[config.mk]
export PLATFORM = sky130hd
export DESIGN_NAME = embp_top
export DESIGN_NICKNAME = d
export VERILOG_FILES = /design/src/logic/embp_pkg.sv /design/src/logic/embp_sync.sv /design/src/logic/embp_mdio_poll.sv /design/src/logic/embp_top.sv
export VERILOG_INCLUDE_DIRS = /design/src /design/src/logic
export SDC_FILE = /design/constraint.sdc
export NUM_CORES = 1
export LEC_CHECK = 0
export BUFFER_PORTS_ARGS = -buffer_cell sky130_fd_sc_hd__buf_4
export CAP_MARGIN = 5
export CORE_ASPECT_RATIO = 2
export CORE_MARGIN = 8
export CORE_UTILIZATION = 49
export CTS_CLUSTER_DIAMETER = 150
export DETAILED_ROUTE_END_ITERATION = 10
export PLACE_DENSITY = 0.74
export SLEW_MARGIN = 10
export SYNTH_ARGS = -nofsm -noshare
export SYNTH_HDL_FRONTEND = slang
export SYNTH_SLANG_ARGS = --single-unit
[constraint.sdc]
create_clock -name clk_i -period 4.2 [get_ports clk_i]
set_input_delay 0.84 -clock clk_i [delete_from_list [all_inputs] [get_ports clk_i]]
set_output_delay 0.84 -clock clk_i [all_outputs]
set_load 0.01 [all_outputs]
[src/logic/embp_defines.svh]
// Constants of the Ethernet bridge port: register indices, fields,
// reset values and timing counts. Included by the poller and top design files.
`ifndef EMBP_DEFINES_SVH
`define EMBP_DEFINES_SVH

// ----------------------------------------------------------------------
// Register indices (byte address is four times the index)
// ----------------------------------------------------------------------
`define EMBP_IDX_MODE   8'h01
`define EMBP_IDX_ADDR   8'h1e
`define EMBP_IDX_COAX   8'h26
`define EMBP_IDX_STAT   8'h44
`define EMBP_IDX_IRQ    8'h48
`define EMBP_IDX_MASK   8'h49

// ----------------------------------------------------------------------
// Field positions and codes
// ----------------------------------------------------------------------
`define EMBP_RMII_BIT   0
`define EMBP_CLKSRC_BIT 1
`define EMBP_MODE_LO    3
`define EMBP_ADDR_LO    4
`define EMBP_OVR_BIT    0
`define EMBP_TXEN_BIT   3
`define EMBP_RXEN_BIT   4
`define EMBP_LINK_BIT   3
`define EMBP_MODE_MAC   2'h0
`define EMBP_MODE_PHY   2'h1
`define EMBP_MODE_PASS  2'h2

// ----------------------------------------------------------------------
// Reset values
// ----------------------------------------------------------------------
`define EMBP_MODE_RST   8'h00
`define EMBP_ADDR_RST   8'h00
`define EMBP_COAX_RST   8'h00

// ----------------------------------------------------------------------
// Timing and management frame layout
// ----------------------------------------------------------------------
`define EMBP_MDC_XTAL   8
`define EMBP_MDC_HALF   (`EMBP_MDC_XTAL / 2)
`define EMBP_POLL_GAP   8'h40
`define EMBP_GENCLK_HALF 4'h4
`define EMBP_BMSR_REG   5'h01
`define EMBP_FRAME_LAST 6'h3f
`define EMBP_TA_FIRST   6'h2e
`define EMBP_LINK_SLOT  6'h3d

`endif

[src/logic/embp_pkg.sv]
// Types shared by the Ethernet bridge port files.
// Assumes the defines header supplies all numbers.
package embp_pkg;

  // One nibble lane: data, error, valid or enable
  typedef struct packed {
    logic [3:0] d;
    logic       er;
    logic       vld;
  } embp_nib_type;

  // Management poller states
  typedef enum logic [0:0] {
    EMBP_GAP,
    EMBP_FRAME
  } embp_mgmt_type;

endpackage

[src/logic/embp_sync.sv]
// Two-flop synchroniser for pin inputs of the bridge port.
// Assumes each bit is an independent level from outside clk_i.
`timescale 1ns/1ps
module embp_sync #(
  parameter int W = 19
) (
  input  wire logic         clk_i,
  input  wire logic         sys_rst_i,
  input  wire logic [W-1:0] d_i,
  output logic      [W-1:0] q_o
);

  logic [W-1:0] meta_ff;

  // First stage feeds only the second
  always_ff @(posedge clk_i or posedge sys_rst_i) begin
    if (sys_rst_i) begin
      meta_ff <= '0;
      q_o     <= '0;
    end else begin
      meta_ff <= d_i;
      q_o     <= meta_ff;
    end
  end

endmodule

[src/logic/embp_mdio_poll.sv]
// Management master that polls the external PHY link bit.
// Assumes mdio_i is already synchronised to clk_i.
`timescale 1ns/1ps
`include "embp_defines.svh"
module embp_mdio_poll (
  input  wire logic       clk_i,
  input  wire logic       sys_rst_i,
  input  wire logic       active_i,
  input  wire logic [4:0] phy_addr_i,
  input  wire logic       mdio_i,
  output logic            mdc_o,
  output logic            mdio_o,
  output logic            mdio_oe_o,
  output logic            link_o,
  output logic            done_o
);

  logic [2:0]             phase_ff;
  logic [5:0]             bit_ff;
  logic [7:0]             gap_ff;
  logic                   cap_ff;
  embp_pkg::embp_mgmt_type st_ff;
  logic [63:0]            frame;

  // Read frame: preamble, start, read op, address, register
  assign frame = {32'hffffffff, 2'h1, 2'h2, phy_addr_i,
                  `EMBP_BMSR_REG, 18'h3ffff};

  // eight-cycle clock
  always_ff @(posedge clk_i or posedge sys_rst_i) begin
    if (sys_rst_i) begin
      phase_ff <= 3'h0;
      mdc_o    <= 1'b0;
    end else if (!active_i) begin
      phase_ff <= 3'h0;
      mdc_o    <= 1'b0;
    end else begin
      phase_ff <= phase_ff + 3'h1;
      if (phase_ff == 3'(`EMBP_MDC_HALF - 1)) begin
        mdc_o <= 1'b1;
      end else if (phase_ff == 3'(`EMBP_MDC_XTAL - 1)) begin
        mdc_o <= 1'b0;
      end
    end
  end

  // periodic read, bits change as the clock falls
  always_ff @(posedge clk_i or posedge sys_rst_i) begin
    if (sys_rst_i) begin
      st_ff     <= embp_pkg::EMBP_GAP;
      gap_ff    <= 8'h00;
      bit_ff    <= 6'h00;
      mdio_o    <= 1'b0;
      mdio_oe_o <= 1'b0;
      done_o    <= 1'b0;
    end else if (!active_i) begin
      st_ff     <= embp_pkg::EMBP_GAP;
      gap_ff    <= 8'h00;
      mdio_oe_o <= 1'b0;
      done_o    <= 1'b0;
    end else begin
      done_o <= 1'b0;
      if (phase_ff == 3'(`EMBP_MDC_XTAL - 1)) begin
        case (st_ff)
          embp_pkg::EMBP_GAP: begin
            gap_ff <= gap_ff + 8'h01;
            if (gap_ff == `EMBP_POLL_GAP - 8'h01) begin
              st_ff     <= embp_pkg::EMBP_FRAME;
              gap_ff    <= 8'h00;
              bit_ff    <= 6'h00;
              mdio_o    <= frame[63];
              mdio_oe_o <= 1'b1;
            end
          end
          embp_pkg::EMBP_FRAME: begin
            if (bit_ff == `EMBP_FRAME_LAST) begin
              st_ff  <= embp_pkg::EMBP_GAP;
              done_o <= 1'b1;
            end else begin
              bit_ff    <= bit_ff + 6'h01;
              mdio_o    <= frame[6'h3e - bit_ff];
              // release for turnaround and data
              mdio_oe_o <= (bit_ff + 6'h01) < `EMBP_TA_FIRST;
            end
          end
          default: st_ff <= embp_pkg::EMBP_GAP;
        endcase
      end
    end
  end

  // link bit taken from status word
  always_ff @(posedge clk_i or posedge sys_rst_i) begin
    if (sys_rst_i) begin
      cap_ff <= 1'b0;
      link_o <= 1'b0;
    end else if (!active_i) begin
      link_o <= 1'b0;
    end else begin
      if (st_ff == embp_pkg::EMBP_FRAME && bit_ff == `EMBP_LINK_SLOT &&
          phase_ff == 3'(`EMBP_MDC_HALF - 1)) begin
        cap_ff <= mdio_i;
      end
      if (done_o) begin
        link_o <= cap_ff;
      end
    end
  end
endmodule

[src/logic/embp_top.sv]
// Ethernet MII/RMII bridge port: MAC role, PHY role, passthrough,
// link polling over the management bus, APB registers and interrupt.
// Assumes one 40 MHz clock; all pins but the APB bus and the user side are asynchronous to it.
//
// Notes on behaviour
// Mode A acts as MAC toward a PHY, mode B as PHY toward a MAC.
// Only 100 Mbit operation; no 10 Mbit mode exists.
// Management bus runs only in MAC mode.
// Management master periodically reads the PHY link state.
// PHY address is config bits 6:4, then high strap, then low strap.
// Software and straps make that address match the attached PHY.
// Management clock period is eight core clocks, near even duty.
// RMII reference from the PHY, or from the auxiliary pin if selected.
// Mode field value 10b joins the two ports in passthrough.
// Receive flows PHY to MAC side; transmit MAC to PHY side.
// RMII passthrough registers every signal on the reference clock; the forwarded MAC clocks are resampled on every core clock.
// Status bit shows the polled link: 1 up, 0 down.
// Coax enables follow link unless override selects manual bits.
// Each poll is a clause-22 read of the basic status register.
//
// Implementation choices: the placing of the registers and register access over APB.
`timescale 1ns/1ps
`include "embp_defines.svh"
module embp_top (
  input  wire logic                   clk_i,
  input  wire logic                   sys_rst_i,
  input  wire logic [11:0]            paddr_i,
  input  wire logic                   psel_i,
  input  wire logic                   penable_i,
  input  wire logic                   pwrite_i,
  input  wire logic [31:0]            pwdata_i,
  output logic      [31:0]            prdata_o,
  output logic                        pready_o,
  output logic                        pslverr_o,
  input  wire logic                   addr_strap_hi_pin_i,
  input  wire logic                   addr_strap_lo_pin_i,
  output logic                        mdc_o,
  input  wire logic                   mdio_i,
  output logic                        mdio_o,
  output logic                        mdio_oe_o,
  input  wire logic                   phy_ref_clk_i,
  input  wire logic                   aux_ref_clk_i,
  input  wire logic                   phy_rx_clk_i,
  input  wire embp_pkg::embp_nib_type phy_rx_i,
  input  wire logic                   phy_tx_clk_i,
  output embp_pkg::embp_nib_type      phy_tx_o,
  output logic                        mac_rx_clk_o,
  output embp_pkg::embp_nib_type      mac_rx_o,
  output logic                        mac_tx_clk_o,
  input  wire embp_pkg::embp_nib_type mac_tx_i,
  input  wire embp_pkg::embp_nib_type usr_tx_i,
  output logic                        usr_tx_take_o,
  output embp_pkg::embp_nib_type      usr_rx_o,
  output logic                        usr_rx_stb_o,
  output logic                        coax_tx_en_o,
  output logic                        coax_rx_en_o,
  output logic                        irq_o
);

  // ----------------------------------------------------------------------
  // Pin synchronisation and edge finding
  // ----------------------------------------------------------------------
  logic [18:0]            pins_s;
  logic                   rxclk_s;
  logic                   txclk_s;
  logic                   pref_s;
  logic                   aref_s;
  logic                   mdio_s;
  logic                   hi_s;
  logic                   lo_s;
  embp_pkg::embp_nib_type phy_rx_s;
  embp_pkg::embp_nib_type mac_tx_s;
  logic                   ref_s;
  logic [2:0]             prev_ff;
  logic                   rxclk_rise;
  logic                   txclk_rise;
  logic                   ref_rise;

  embp_sync #(
    .W (19)
  ) u_sync (
    .clk_i     (clk_i),
    .sys_rst_i (sys_rst_i),
    .d_i       ({phy_rx_clk_i, phy_rx_i, phy_tx_clk_i, phy_ref_clk_i,
                 aux_ref_clk_i, mac_tx_i, mdio_i, addr_strap_hi_pin_i,
                 addr_strap_lo_pin_i}),
    .q_o       (pins_s)
  );

  assign {rxclk_s, phy_rx_s, txclk_s, pref_s, aref_s, mac_tx_s, mdio_s,
          hi_s, lo_s} = pins_s;

  // ----------------------------------------------------------------------
  // Registers
  // ----------------------------------------------------------------------
  logic [7:0] mode_reg_ff;
  logic [7:0] addr_reg_ff;
  logic [7:0] coax_reg_ff;
  logic [2:0] irq_stat_ff;
  logic [2:0] irq_mask_ff;
  logic [1:0] mode;
  logic       rmii;
  logic       link;
  logic       poll_done;
  logic       link_prev_ff;
  logic [7:0] idx;
  logic       wr_en;
  logic [2:0] events;

  assign mode = mode_reg_ff[`EMBP_MODE_LO +: 2];
  assign rmii = mode_reg_ff[`EMBP_RMII_BIT];

  // reference clock source select
  assign ref_s = mode_reg_ff[`EMBP_CLKSRC_BIT] ? aref_s : pref_s;

  // Previous levels for edge finding; reads second stage only
  always_ff @(posedge clk_i or posedge sys_rst_i) begin
    if (sys_rst_i) begin
      prev_ff <= 3'h0;
    end else begin
      prev_ff <= {rxclk_s, txclk_s, ref_s};
    end
  end

  assign rxclk_rise = rxclk_s & ~prev_ff[2];
  assign txclk_rise = txclk_s & ~prev_ff[1];
  assign ref_rise   = ref_s & ~prev_ff[0];

  // ----------------------------------------------------------------------
  // APB slave, one wait state
  // ----------------------------------------------------------------------
  function automatic logic is_mapped(input logic [7:0] i);
    is_mapped = (i == `EMBP_IDX_MODE) || (i == `EMBP_IDX_ADDR) ||
                (i == `EMBP_IDX_COAX) || (i == `EMBP_IDX_STAT) ||
                (i == `EMBP_IDX_IRQ)  || (i == `EMBP_IDX_MASK);
  endfunction

  assign idx   = paddr_i[9:2];
  assign wr_en = psel_i & penable_i & pready_o & pwrite_i & ~pslverr_o;

  // Answer comes in the second access cycle
  always_ff @(posedge clk_i or posedge sys_rst_i) begin
    if (sys_rst_i) begin
      pready_o  <= 1'b0;
      pslverr_o <= 1'b0;
      prdata_o  <= 32'h00000000;
    end else begin
      pready_o  <= psel_i & penable_i & ~pready_o;
      pslverr_o <= 1'b0;
      if (psel_i & penable_i & ~pready_o) begin
        pslverr_o <= ~is_mapped(idx) | (paddr_i[11:10] != 2'h0);
        case (idx)
          `EMBP_IDX_MODE: prdata_o <= {24'h000000, mode_reg_ff};
          `EMBP_IDX_ADDR: prdata_o <= {24'h000000, addr_reg_ff};
          `EMBP_IDX_COAX: prdata_o <= {24'h000000, coax_reg_ff};
          // polled link status
          `EMBP_IDX_STAT: prdata_o <= {28'h0000000, link, 3'h0};
          `EMBP_IDX_IRQ:  prdata_o <= {29'h00000000, irq_stat_ff};
          `EMBP_IDX_MASK: prdata_o <= {29'h00000000, irq_mask_ff};
          default:        prdata_o <= 32'h00000000;
        endcase
      end
    end
  end

  // Writable configuration
  always_ff @(posedge clk_i or posedge sys_rst_i) begin
    if (sys_rst_i) begin
      mode_reg_ff <= `EMBP_MODE_RST;
      addr_reg_ff <= `EMBP_ADDR_RST;
      coax_reg_ff <= `EMBP_COAX_RST;
      irq_mask_ff <= 3'h0;
    end else if (wr_en) begin
      case (idx)
        `EMBP_IDX_MODE: mode_reg_ff <= pwdata_i[7:0];
        `EMBP_IDX_ADDR: addr_reg_ff <= pwdata_i[7:0];
        `EMBP_IDX_COAX: coax_reg_ff <= pwdata_i[7:0];
        `EMBP_IDX_MASK: irq_mask_ff <= pwdata_i[2:0];
        default:        irq_mask_ff <= irq_mask_ff;
      endcase
    end
  end

  // Sticky events; a new event wins over a write-one clear
  assign events = {poll_done, ~link & link_prev_ff, link & ~link_prev_ff};

  always_ff @(posedge clk_i or posedge sys_rst_i) begin
    if (sys_rst_i) begin
      irq_stat_ff  <= 3'h0;
      link_prev_ff <= 1'b0;
      irq_o        <= 1'b0;
    end else begin
      link_prev_ff <= link;
      irq_stat_ff  <= (irq_stat_ff &
                      ~((wr_en && idx == `EMBP_IDX_IRQ) ? pwdata_i[2:0] : 3'h0))
                      | events;
      irq_o        <= |(irq_stat_ff & irq_mask_ff);
    end
  end

  // ----------------------------------------------------------------------
  // Management polling
  // ----------------------------------------------------------------------
  logic [4:0] phy_addr;

  // address from register and straps
  assign phy_addr = {addr_reg_ff[`EMBP_ADDR_LO +: 3], hi_s, lo_s};

  // only active in MAC role
  embp_mdio_poll u_mdio (
    .clk_i      (clk_i),
    .sys_rst_i  (sys_rst_i),
    .active_i   (mode == `EMBP_MODE_MAC),
    .phy_addr_i (phy_addr),
    .mdio_i     (mdio_s),
    .mdc_o      (mdc_o),
    .mdio_o     (mdio_o),
    .mdio_oe_o  (mdio_oe_o),
    .link_o     (link),
    .done_o     (poll_done)
  );

  // automatic or manual coax enables
  always_ff @(posedge clk_i or posedge sys_rst_i) begin
    if (sys_rst_i) begin
      coax_tx_en_o <= 1'b0;
      coax_rx_en_o <= 1'b0;
    end else if (coax_reg_ff[`EMBP_OVR_BIT]) begin
      coax_tx_en_o <= coax_reg_ff[`EMBP_TXEN_BIT];
      coax_rx_en_o <= coax_reg_ff[`EMBP_RXEN_BIT];
    end else begin
      coax_tx_en_o <= link;
      coax_rx_en_o <= link;
    end
  end

  // ----------------------------------------------------------------------
  // Data path
  // ----------------------------------------------------------------------
  logic [3:0]             gen_cnt_ff;
  logic                   gen_clk_ff;
  logic                   gen_rise;
  logic                   tx_tick;
  logic                   rx_tick;
  embp_pkg::embp_nib_type usr_gated;

  // Local nibble clock for the PHY role; rate fixed, no speed select
  always_ff @(posedge clk_i or posedge sys_rst_i) begin
    if (sys_rst_i) begin
      gen_cnt_ff <= 4'h0;
      gen_clk_ff <= 1'b0;
    end else if (gen_cnt_ff == `EMBP_GENCLK_HALF - 4'h1) begin
      gen_cnt_ff <= 4'h0;
      gen_clk_ff <= ~gen_clk_ff;
    end else begin
      gen_cnt_ff <= gen_cnt_ff + 4'h1;
    end
  end

  assign gen_rise  = (gen_cnt_ff == `EMBP_GENCLK_HALF - 4'h1) & ~gen_clk_ff;
  // single 100 Mbit timing, RMII on the reference clock
  assign tx_tick   = rmii ? ref_rise :
                     (mode == `EMBP_MODE_MAC ? txclk_rise : gen_rise);
  assign rx_tick   = rmii ? ref_rise :
                     (mode == `EMBP_MODE_MAC ? rxclk_rise : gen_rise);
  assign usr_gated = '{d: usr_tx_i.d, er: usr_tx_i.er,
                       vld: usr_tx_i.vld & coax_rx_en_o};

  // port facing the external PHY or MAC
  always_ff @(posedge clk_i or posedge sys_rst_i) begin
    if (sys_rst_i) begin
      phy_tx_o      <= '0;
      mac_rx_o      <= '0;
      usr_tx_take_o <= 1'b0;
    end else begin
      usr_tx_take_o <= 1'b0;
      case (mode)
        `EMBP_MODE_MAC: begin
          mac_rx_o <= '0;
          if (tx_tick) begin
            phy_tx_o      <= usr_gated;
            usr_tx_take_o <= 1'b1;
          end
        end
        `EMBP_MODE_PHY: begin
          phy_tx_o <= '0;
          if (tx_tick) begin
            mac_rx_o      <= usr_gated;
            usr_tx_take_o <= 1'b1;
          end
        end
        // passthrough, RMII on reference edges
        `EMBP_MODE_PASS: begin
          if (!rmii || ref_rise) begin
            mac_rx_o <= phy_rx_s;
            phy_tx_o <= mac_tx_s;
          end
        end
        default: begin
          phy_tx_o <= '0;
          mac_rx_o <= '0;
        end
      endcase
    end
  end

  // forwarded or generated clocks
  always_ff @(posedge clk_i or posedge sys_rst_i) begin
    if (sys_rst_i) begin
      mac_rx_clk_o <= 1'b0;
      mac_tx_clk_o <= 1'b0;
    end else begin
      mac_rx_clk_o <= (mode == `EMBP_MODE_PASS) ? rxclk_s :
                      (mode == `EMBP_MODE_PHY) & gen_clk_ff;
      mac_tx_clk_o <= (mode == `EMBP_MODE_PASS) ? txclk_s :
                      (mode == `EMBP_MODE_PHY) & gen_clk_ff;
    end
  end

  // received nibbles toward the user side
  always_ff @(posedge clk_i or posedge sys_rst_i) begin
    if (sys_rst_i) begin
      usr_rx_o     <= '0;
      usr_rx_stb_o <= 1'b0;
    end else begin
      usr_rx_stb_o <= 1'b0;
      if (rx_tick && (mode == `EMBP_MODE_MAC || mode == `EMBP_MODE_PHY)) begin
        usr_rx_o     <= (mode == `EMBP_MODE_MAC) ? phy_rx_s : mac_tx_s;
        usr_rx_stb_o <= coax_tx_en_o;
      end
    end
  end
endmodule

Word level (Yosys, flattened, before mapping)
Index checks and enable logic that the tools add are counted.
{ "classes": {"add_sub_neg": 5, "mul": 0, "div": 0, "magnitude_cmp": 2, "eq_ne": 25, "n_shift": 0, "n_mux": 53, "bitwise": 28, "n_reduce_logical": 26} }
{ "ops": {"columns": ["operator", "count"], "rows": [
  ["$pmux W8 S6", 1],
  ["$mux W6", 6],
  ["$pmux W6 S2", 3],
  ["$mux W1", 32],
  ["$mux W8", 4],
  ["$eq A8 B7 Y1 const B", 3],
  ["$eq A8 B6 Y1 const B", 2],
  ["$reduce_and A2 Y1", 8],
  ["$ne A2 B2 Y1 const B", 7],
  ["$and A1 B1 Y1", 13],
  ["$eq A6 B6 Y1 const B", 2],
  ["$not A1 Y1", 10],
  ["$ne A3 B3 Y1 const B", 3],
  ["$add A8 B1 Y8 const B", 1],
  ["$eq A8 B1 Y1 const B", 1],
  ["$eq A8 B5 Y1 const B", 1],
  ["$logic_or A1 B1 Y1", 7],
  ["$lt A6 B7 Y1 const B", 1],
  ["$add A6 B1 Y6 const B", 1],
  ["$and A3 B3 Y3", 2],
  ["$bmux W1 S6", 1],
  ["$lt A6 B6 Y1 const B", 1],
  ["$mux W3", 2],
  ["$pmux W1 S2", 3],
  ["other kinds (21)", 24]
]} }
{ "totals": {"regBits": 160, "latchBits": 0, "mem_bits_rw": 0, "rom_bits": 0, "word_cells": 179, "memories": 0} }

Logic depth before layout (Yosys ltp)
{ "logic_depth": {"depth_word": 9, "depth_mapped": 9} }

By module
Synthesis repeated with hierarchy kept, for this count alone.
{ "hier_totals": {"hier_cells": 536, "area_unflattened_um2": 6304.8} }
{ "modules_own_cells": {"columns": ["mod", "instances", "cells_per_inst", "area_per_inst_um2"], "rows": [
  ["embp_top", 1, 317, 3741.1],
  ["embp_mdio_poll", 1, 180, 1609.0],
  ["embp_sync", 1, 39, 954.7]
]} }

Worst setup path after synthesis
No wires, ideal clock.
{ "synth_timing": {"kind": "in2reg", "start": "input port paddr_i[3]", "end": "register mode_reg_ff[0]", "setup_ns": 0.125, "arrival_ns": 2.232, "setup_slack_ns": 1.843, "path_stages": 6, "path_cell_list": "or4_1 > buf_2 > nor2b_4 > and2_1 > buf_6 > mux2_2"} }
{ "synth_via": {"elab_chain_len": 2} }
{ "synth_rtl": {"columns": ["item", "line_no", "source"], "rows": [
  ["start, declared", "embp_top.sv:27", "input wire logic [11:0] paddr_i,"],
  ["$eq A8 B1 Y1", "embp_top.sv:174", "case (idx)"],
  ["$reduce_and A2 Y1 (no source line)", null, null],
  ["end signal, assigned", "embp_top.sv:169", "mode_reg_ff <= `EMBP_MODE_RST;"],
  ["end signal, assigned", "embp_top.sv:175", "`EMBP_IDX_MODE: mode_reg_ff <= pwdata_i[7:0];"],
  ["end, declared", "embp_top.sv:96", "logic [7:0] mode_reg_ff;"]
]} }
Every way passes these cells.
A chain may end at the register's enable or synchronous reset.

Worst setup path after layout
{ "layout_timing": {"start": "register mode_reg_ff[3]", "end": "register u_mdio.bit_ff[4]"} }
{ "layout_via": {"elab_chain_len": 2} }
{ "layout_rtl": {"columns": ["item", "line_no", "source"], "rows": [
  ["$logic_not A2 Y1", null, null],
  ["$reduce_and A4 Y1 (no source line)", null, null],
  ["end signal, assigned", "embp_mdio_poll.sv:80", "bit_ff <= bit_ff + 6'h01;"],
  ["end, declared", "embp_mdio_poll.sv:19", "logic [5:0] bit_ff;"]
]} }
Every way passes these cells.

==> results.rst <==
.. list-table::
   :header-rows: 1

   * - Metric
     - Value
   * - Leak pwr
     - 3.389 nW
   * - Timing-limited maximum frequency
     - 372.9 MHz
   * - Average wire length per cell after detail routing
     - 18.37 µm
   * - Total of cells resized after clock tree synthesis
     - 0
   * - Min-delay worst type
     - reg -> reg
   * - Mapped cell area
     - 6021 µm²
   * - Ys async rst share
     - 100.0%
   * - Initial DRC count
     - 145
   * - Post-CTS setup-driven buffer insertion count
     - 0
   * - Worst clock skew
     - 12.61 ps
   * - Most frequent cells after synthesis
     - dfrtp_1 (136), mux2_2 (54), nand2_1 (36), buf_4 (27), nor2_1 (21)
   * - GRT Total Usage
     - 17.49%
   * - Clock latency at the later pin of the worst-skew pair
     - 410 ps
   * - Y dimension of the die
     - 172.8 µm
   * - Pin count of the biggest net entering global routing
     - 97
   * - Post-placement cell count
     - 707
   * - Critical path endpoint
     - u_mdio.bit_ff[4]
   * - Area of the placeable core
     - 12,050 µm²
   * - Number of cells in the finished layout apart from fillers
     - 736
   * - Run status
     - complete, no violations
   * - Number of levels in the clock H-tree
     - 4
   * - Antenna Cells
     - 0
   * - Most used flip-flop cell after synthesis
     - dfrtp_1
   * - Relative max-transition margin
     - 38.81%
   * - Most common cell in the synthesized netlist
     - dfrtp_1
   * - Detailed-routing iteration count for the pre-antenna-repair pass
     - 4
   * - Crit path from
     - mode_reg_ff[3]
   * - Post-route DRC violation count
     - 0
   * - Longest Clk Path Bufs
     - 2
   * - Slew at the pin with the worst max-slew slack
     - 915.9 ps
   * - Share of cells above drive strength 1
     - 30.90%
   * - Worst reg2reg endpoint
     - u_mdio.bit_ff[4]
   * - Clk sink count
     - 136
   * - FP Rows
     - 57
   * - Area share of the largest cell type after synthesis
     - 56.53%
   * - Cell with the largest stage delay on the worst path
     - ha_1
   * - Initial antenna violation count
     - 0
   * - Total power
     - 3.268 mW
   * - Global placement routability congestion
     - 0.8588
   * - Mean cell area of the mapped netlist
     - 12.11 µm²
   * - Maximum capacitance violations
     - 0
   * - Depth of the worst register-to-register path
     - 5
   * - CTS Root Cell
     - clkbuf_16
   * - Critical path class
     - reg -> reg
   * - Number of max-slew violations in the final report
     - 0
   * - Maximum fanout along the worst path
     - 19
   * - Global-route wire length before repair
     - 22.47 mm
   * - Effective utilization at floorplan
     - 49.95%
   * - Kind of end point of the critical path
     - flop
   * - Crit path buf inv count
     - 1
   * - Die Span X
     - 94.38 µm
   * - Number of setup violations in the final report
     - 0
   * - Number of hold buffers added after cts
     - 0
   * - Via total after detailed routing
     - 4,103
   * - Antenna violation net count after detailed routing
     - 0
   * - Post-synth EDFFs
     - 0
   * - Cells along the critical path
     - inv_1 -> ha_1 -> o2111ai_1 -> or4b_1 -> nand3_1
   * - Via count of the first global-routing pass
     - 4,471
   * - Unrepaired setup endpoints after global routing
     - no
   * - Layout Area Growth over Synthesis
     - 20.51%
   * - Worst Path Required
     - 4540 ps
   * - Total wire length
     - 13.52 mm
   * - Count of nets after finishing
     - 664
   * - Path length in cells of the critical path
     - 5
   * - I/O pin count
     - 136
   * - Power Dens Cells
     - 450.4 nW/µm²
   * - Kind of cell adding the most delay to the critical path
     - simple AND/OR/NAND/NOR gates
   * - Sequential cell area fraction in the yosys report
     - 56.53%
   * - Die area
     - 16,310 µm²
   * - Largest stage delay on the critical path
     - 690 ps
   * - Clock-pin slew reported for the worst setup and hold paths after clock tree synthesis
     - 60 ps
   * - TritonCTS clock tree
     - done
   * - Final critical path time including I/O delays and setup
     - 2682 ps
   * - Sum of overflow across all layers after global routing
     - 0
   * - Biggest area consumer among synthesized cells
     - dfrtp_1
   * - Count of input and output buffers
     - 85
   * - Yosys cell types
     - 66
   * - Worst Hold Slack
     - 343.9 ps
   * - Final hold violation count
     - 0
   * - Post-DR vias/cell
     - 5.575
   * - Top post-synthesis cells by area
     - dfrtp_1 (57%), mux2_2 (10%), buf_4 (3.4%)
   * - Internal reg-to-reg setup slack
     - 1520 ps
   * - Worst R2R Start
     - mode_reg_ff[3]
   * - Inserted Clock Buffers
     - 17
   * - CP Data Arrival Time
     - 3020 ps
   * - Setup TNS
     - 0 ps
   * - Crit share post-route
     - 63.85%
   * - Number of flip-flops and latches in the synthesized netlist
     - 136
   * - Post-synthesis cell count
     - 497
   * - Maximum resistive drop on vdd
     - 0.3721 mV
   * - Post-detail-place hpwl
     - 9.802 mm
   * - CP startpoint kind
     - flop
   * - Synth warnings
     - 0
-- layout make-up --
cell class	instances	area, µm²
clock buffers	21	460.4
inverters	12	48.80
repair buffers	88	673.1
flip-flops and latches	136	3403
fillers	974	4797
clock inverters	8	123.9
multi-input cells	324	2362
well taps	147	183.9
-- layout by cell type (no fill, tap or decap), types with 3 or more instances in the layout --
cell type / Yosys / layout
nand4_1: 5 / 5
and2_1: 10 / 10
conb_1: 1 / 24
nor2b_1: 17 / 17
a22oi_1: 13 / 13
a21oi_1: 12 / 12
inv_1: 12 / 11
mux2i_1: 6 / 6
ha_1: 11 / 11
dfrtp_1: 136 / 136
nand2_1: 36 / 36
nand3b_1: 3 / 3
nand2b_1: 6 / 6
bufinv_16: 0 / 3
a22o_1: 8 / 8
nand3_1: 9 / 9
a21boi_0: 4 / 4
a31oi_1: 10 / 10
xnor2_1: 6 / 6
buf_4: 27 / 87
mux2_2: 54 / 54
nor2_1: 21 / 21
a21o_1: 5 / 5
o21ai_0: 10 / 10
o221ai_1: 4 / 4
clkinvlp_4: 0 / 3
clkbuf_16: 0 / 17
o21a_1: 5 / 5
-- flip-flops by register name, summed over array words and instances, names as in the netlist, 8 cells and up --
| name | flops |
|---|---|
| coax_reg_ff | 8 |
| u_sync.meta_ff | 19 |
| u_mdio.gap_ff | 8 |
| prdata_o | 8 |
| u_sync.q_o | 19 |
| mode_reg_ff | 8 |
| addr_reg_ff | 8 |
-- worst min path at each step --
stage | from | to | slack, ps | depth (start not counted)
2_1_floorplan | u_sync.meta_ff[0] | u_sync.q_o[0] | 330 | 0
6_report | u_sync.meta_ff[17] | u_sync.q_o[17] | 340 | 0
5_1_grt | u_sync.meta_ff[5] | u_sync.q_o[5] | 350 | 0
4_1_cts | u_sync.meta_ff[17] | u_sync.q_o[17] | 350 | 0
3_5_place_dp | u_sync.meta_ff[5] | u_sync.q_o[5] | 330 | 0
3_3_place_gp | u_sync.meta_ff[1] | u_sync.q_o[1] | 330 | 0
-- metrics by stage --
step | util (%) | cell area, µm² | setup WS (ps)
floorplan | - | 6111 | 1667
global placement | 55.35 | 6671 | 1293
detailed placement | 55.35 | 6671 | 1286
CTS | 60.20 | 7256 | 1501
global route | 60.20 | 7256 | 1345
finish | 60.20 | 7256 | 1518
-- worst register-to-register path: stages (launching register included) --
cell       delay, ps
dfrtp_1          400
inv_1            140
ha_1             700
o2111ai_1        630
or4b_1           660
nand3_1          100
-- cell families after synthesis --
| group | after synthesis | synth area share (%) |
|---|---|---|
| compound gates | 93 | 11.24 |
| mux | 60 | 11.10 |
| xor+xnor | 8 | 1.164 |
| other cells | 1 | 0.06228 |
| fa+ha+maj | 11 | 2.286 |
| simple gates | 128 | 11.95 |
| buf+inv | 60 | 5.673 |
| flops | 136 | 56.53 |
-- per-layer routing --
metal,wire [µm],track usage (%),share of wire (%)
met1,5009,18.47,37
met2,7669,31.28,57
met3,626,4.685,4.6
met4,215,6.795,1.6
met5,0,0,0
-- where the power goes --
group	internal (mW)	switching (mW)
sequential	1.40	0.0564
combinational	0.161	0.172
clock	0.953	0.528
total	2.51	0.756
(Power assumes the default switching activity.)
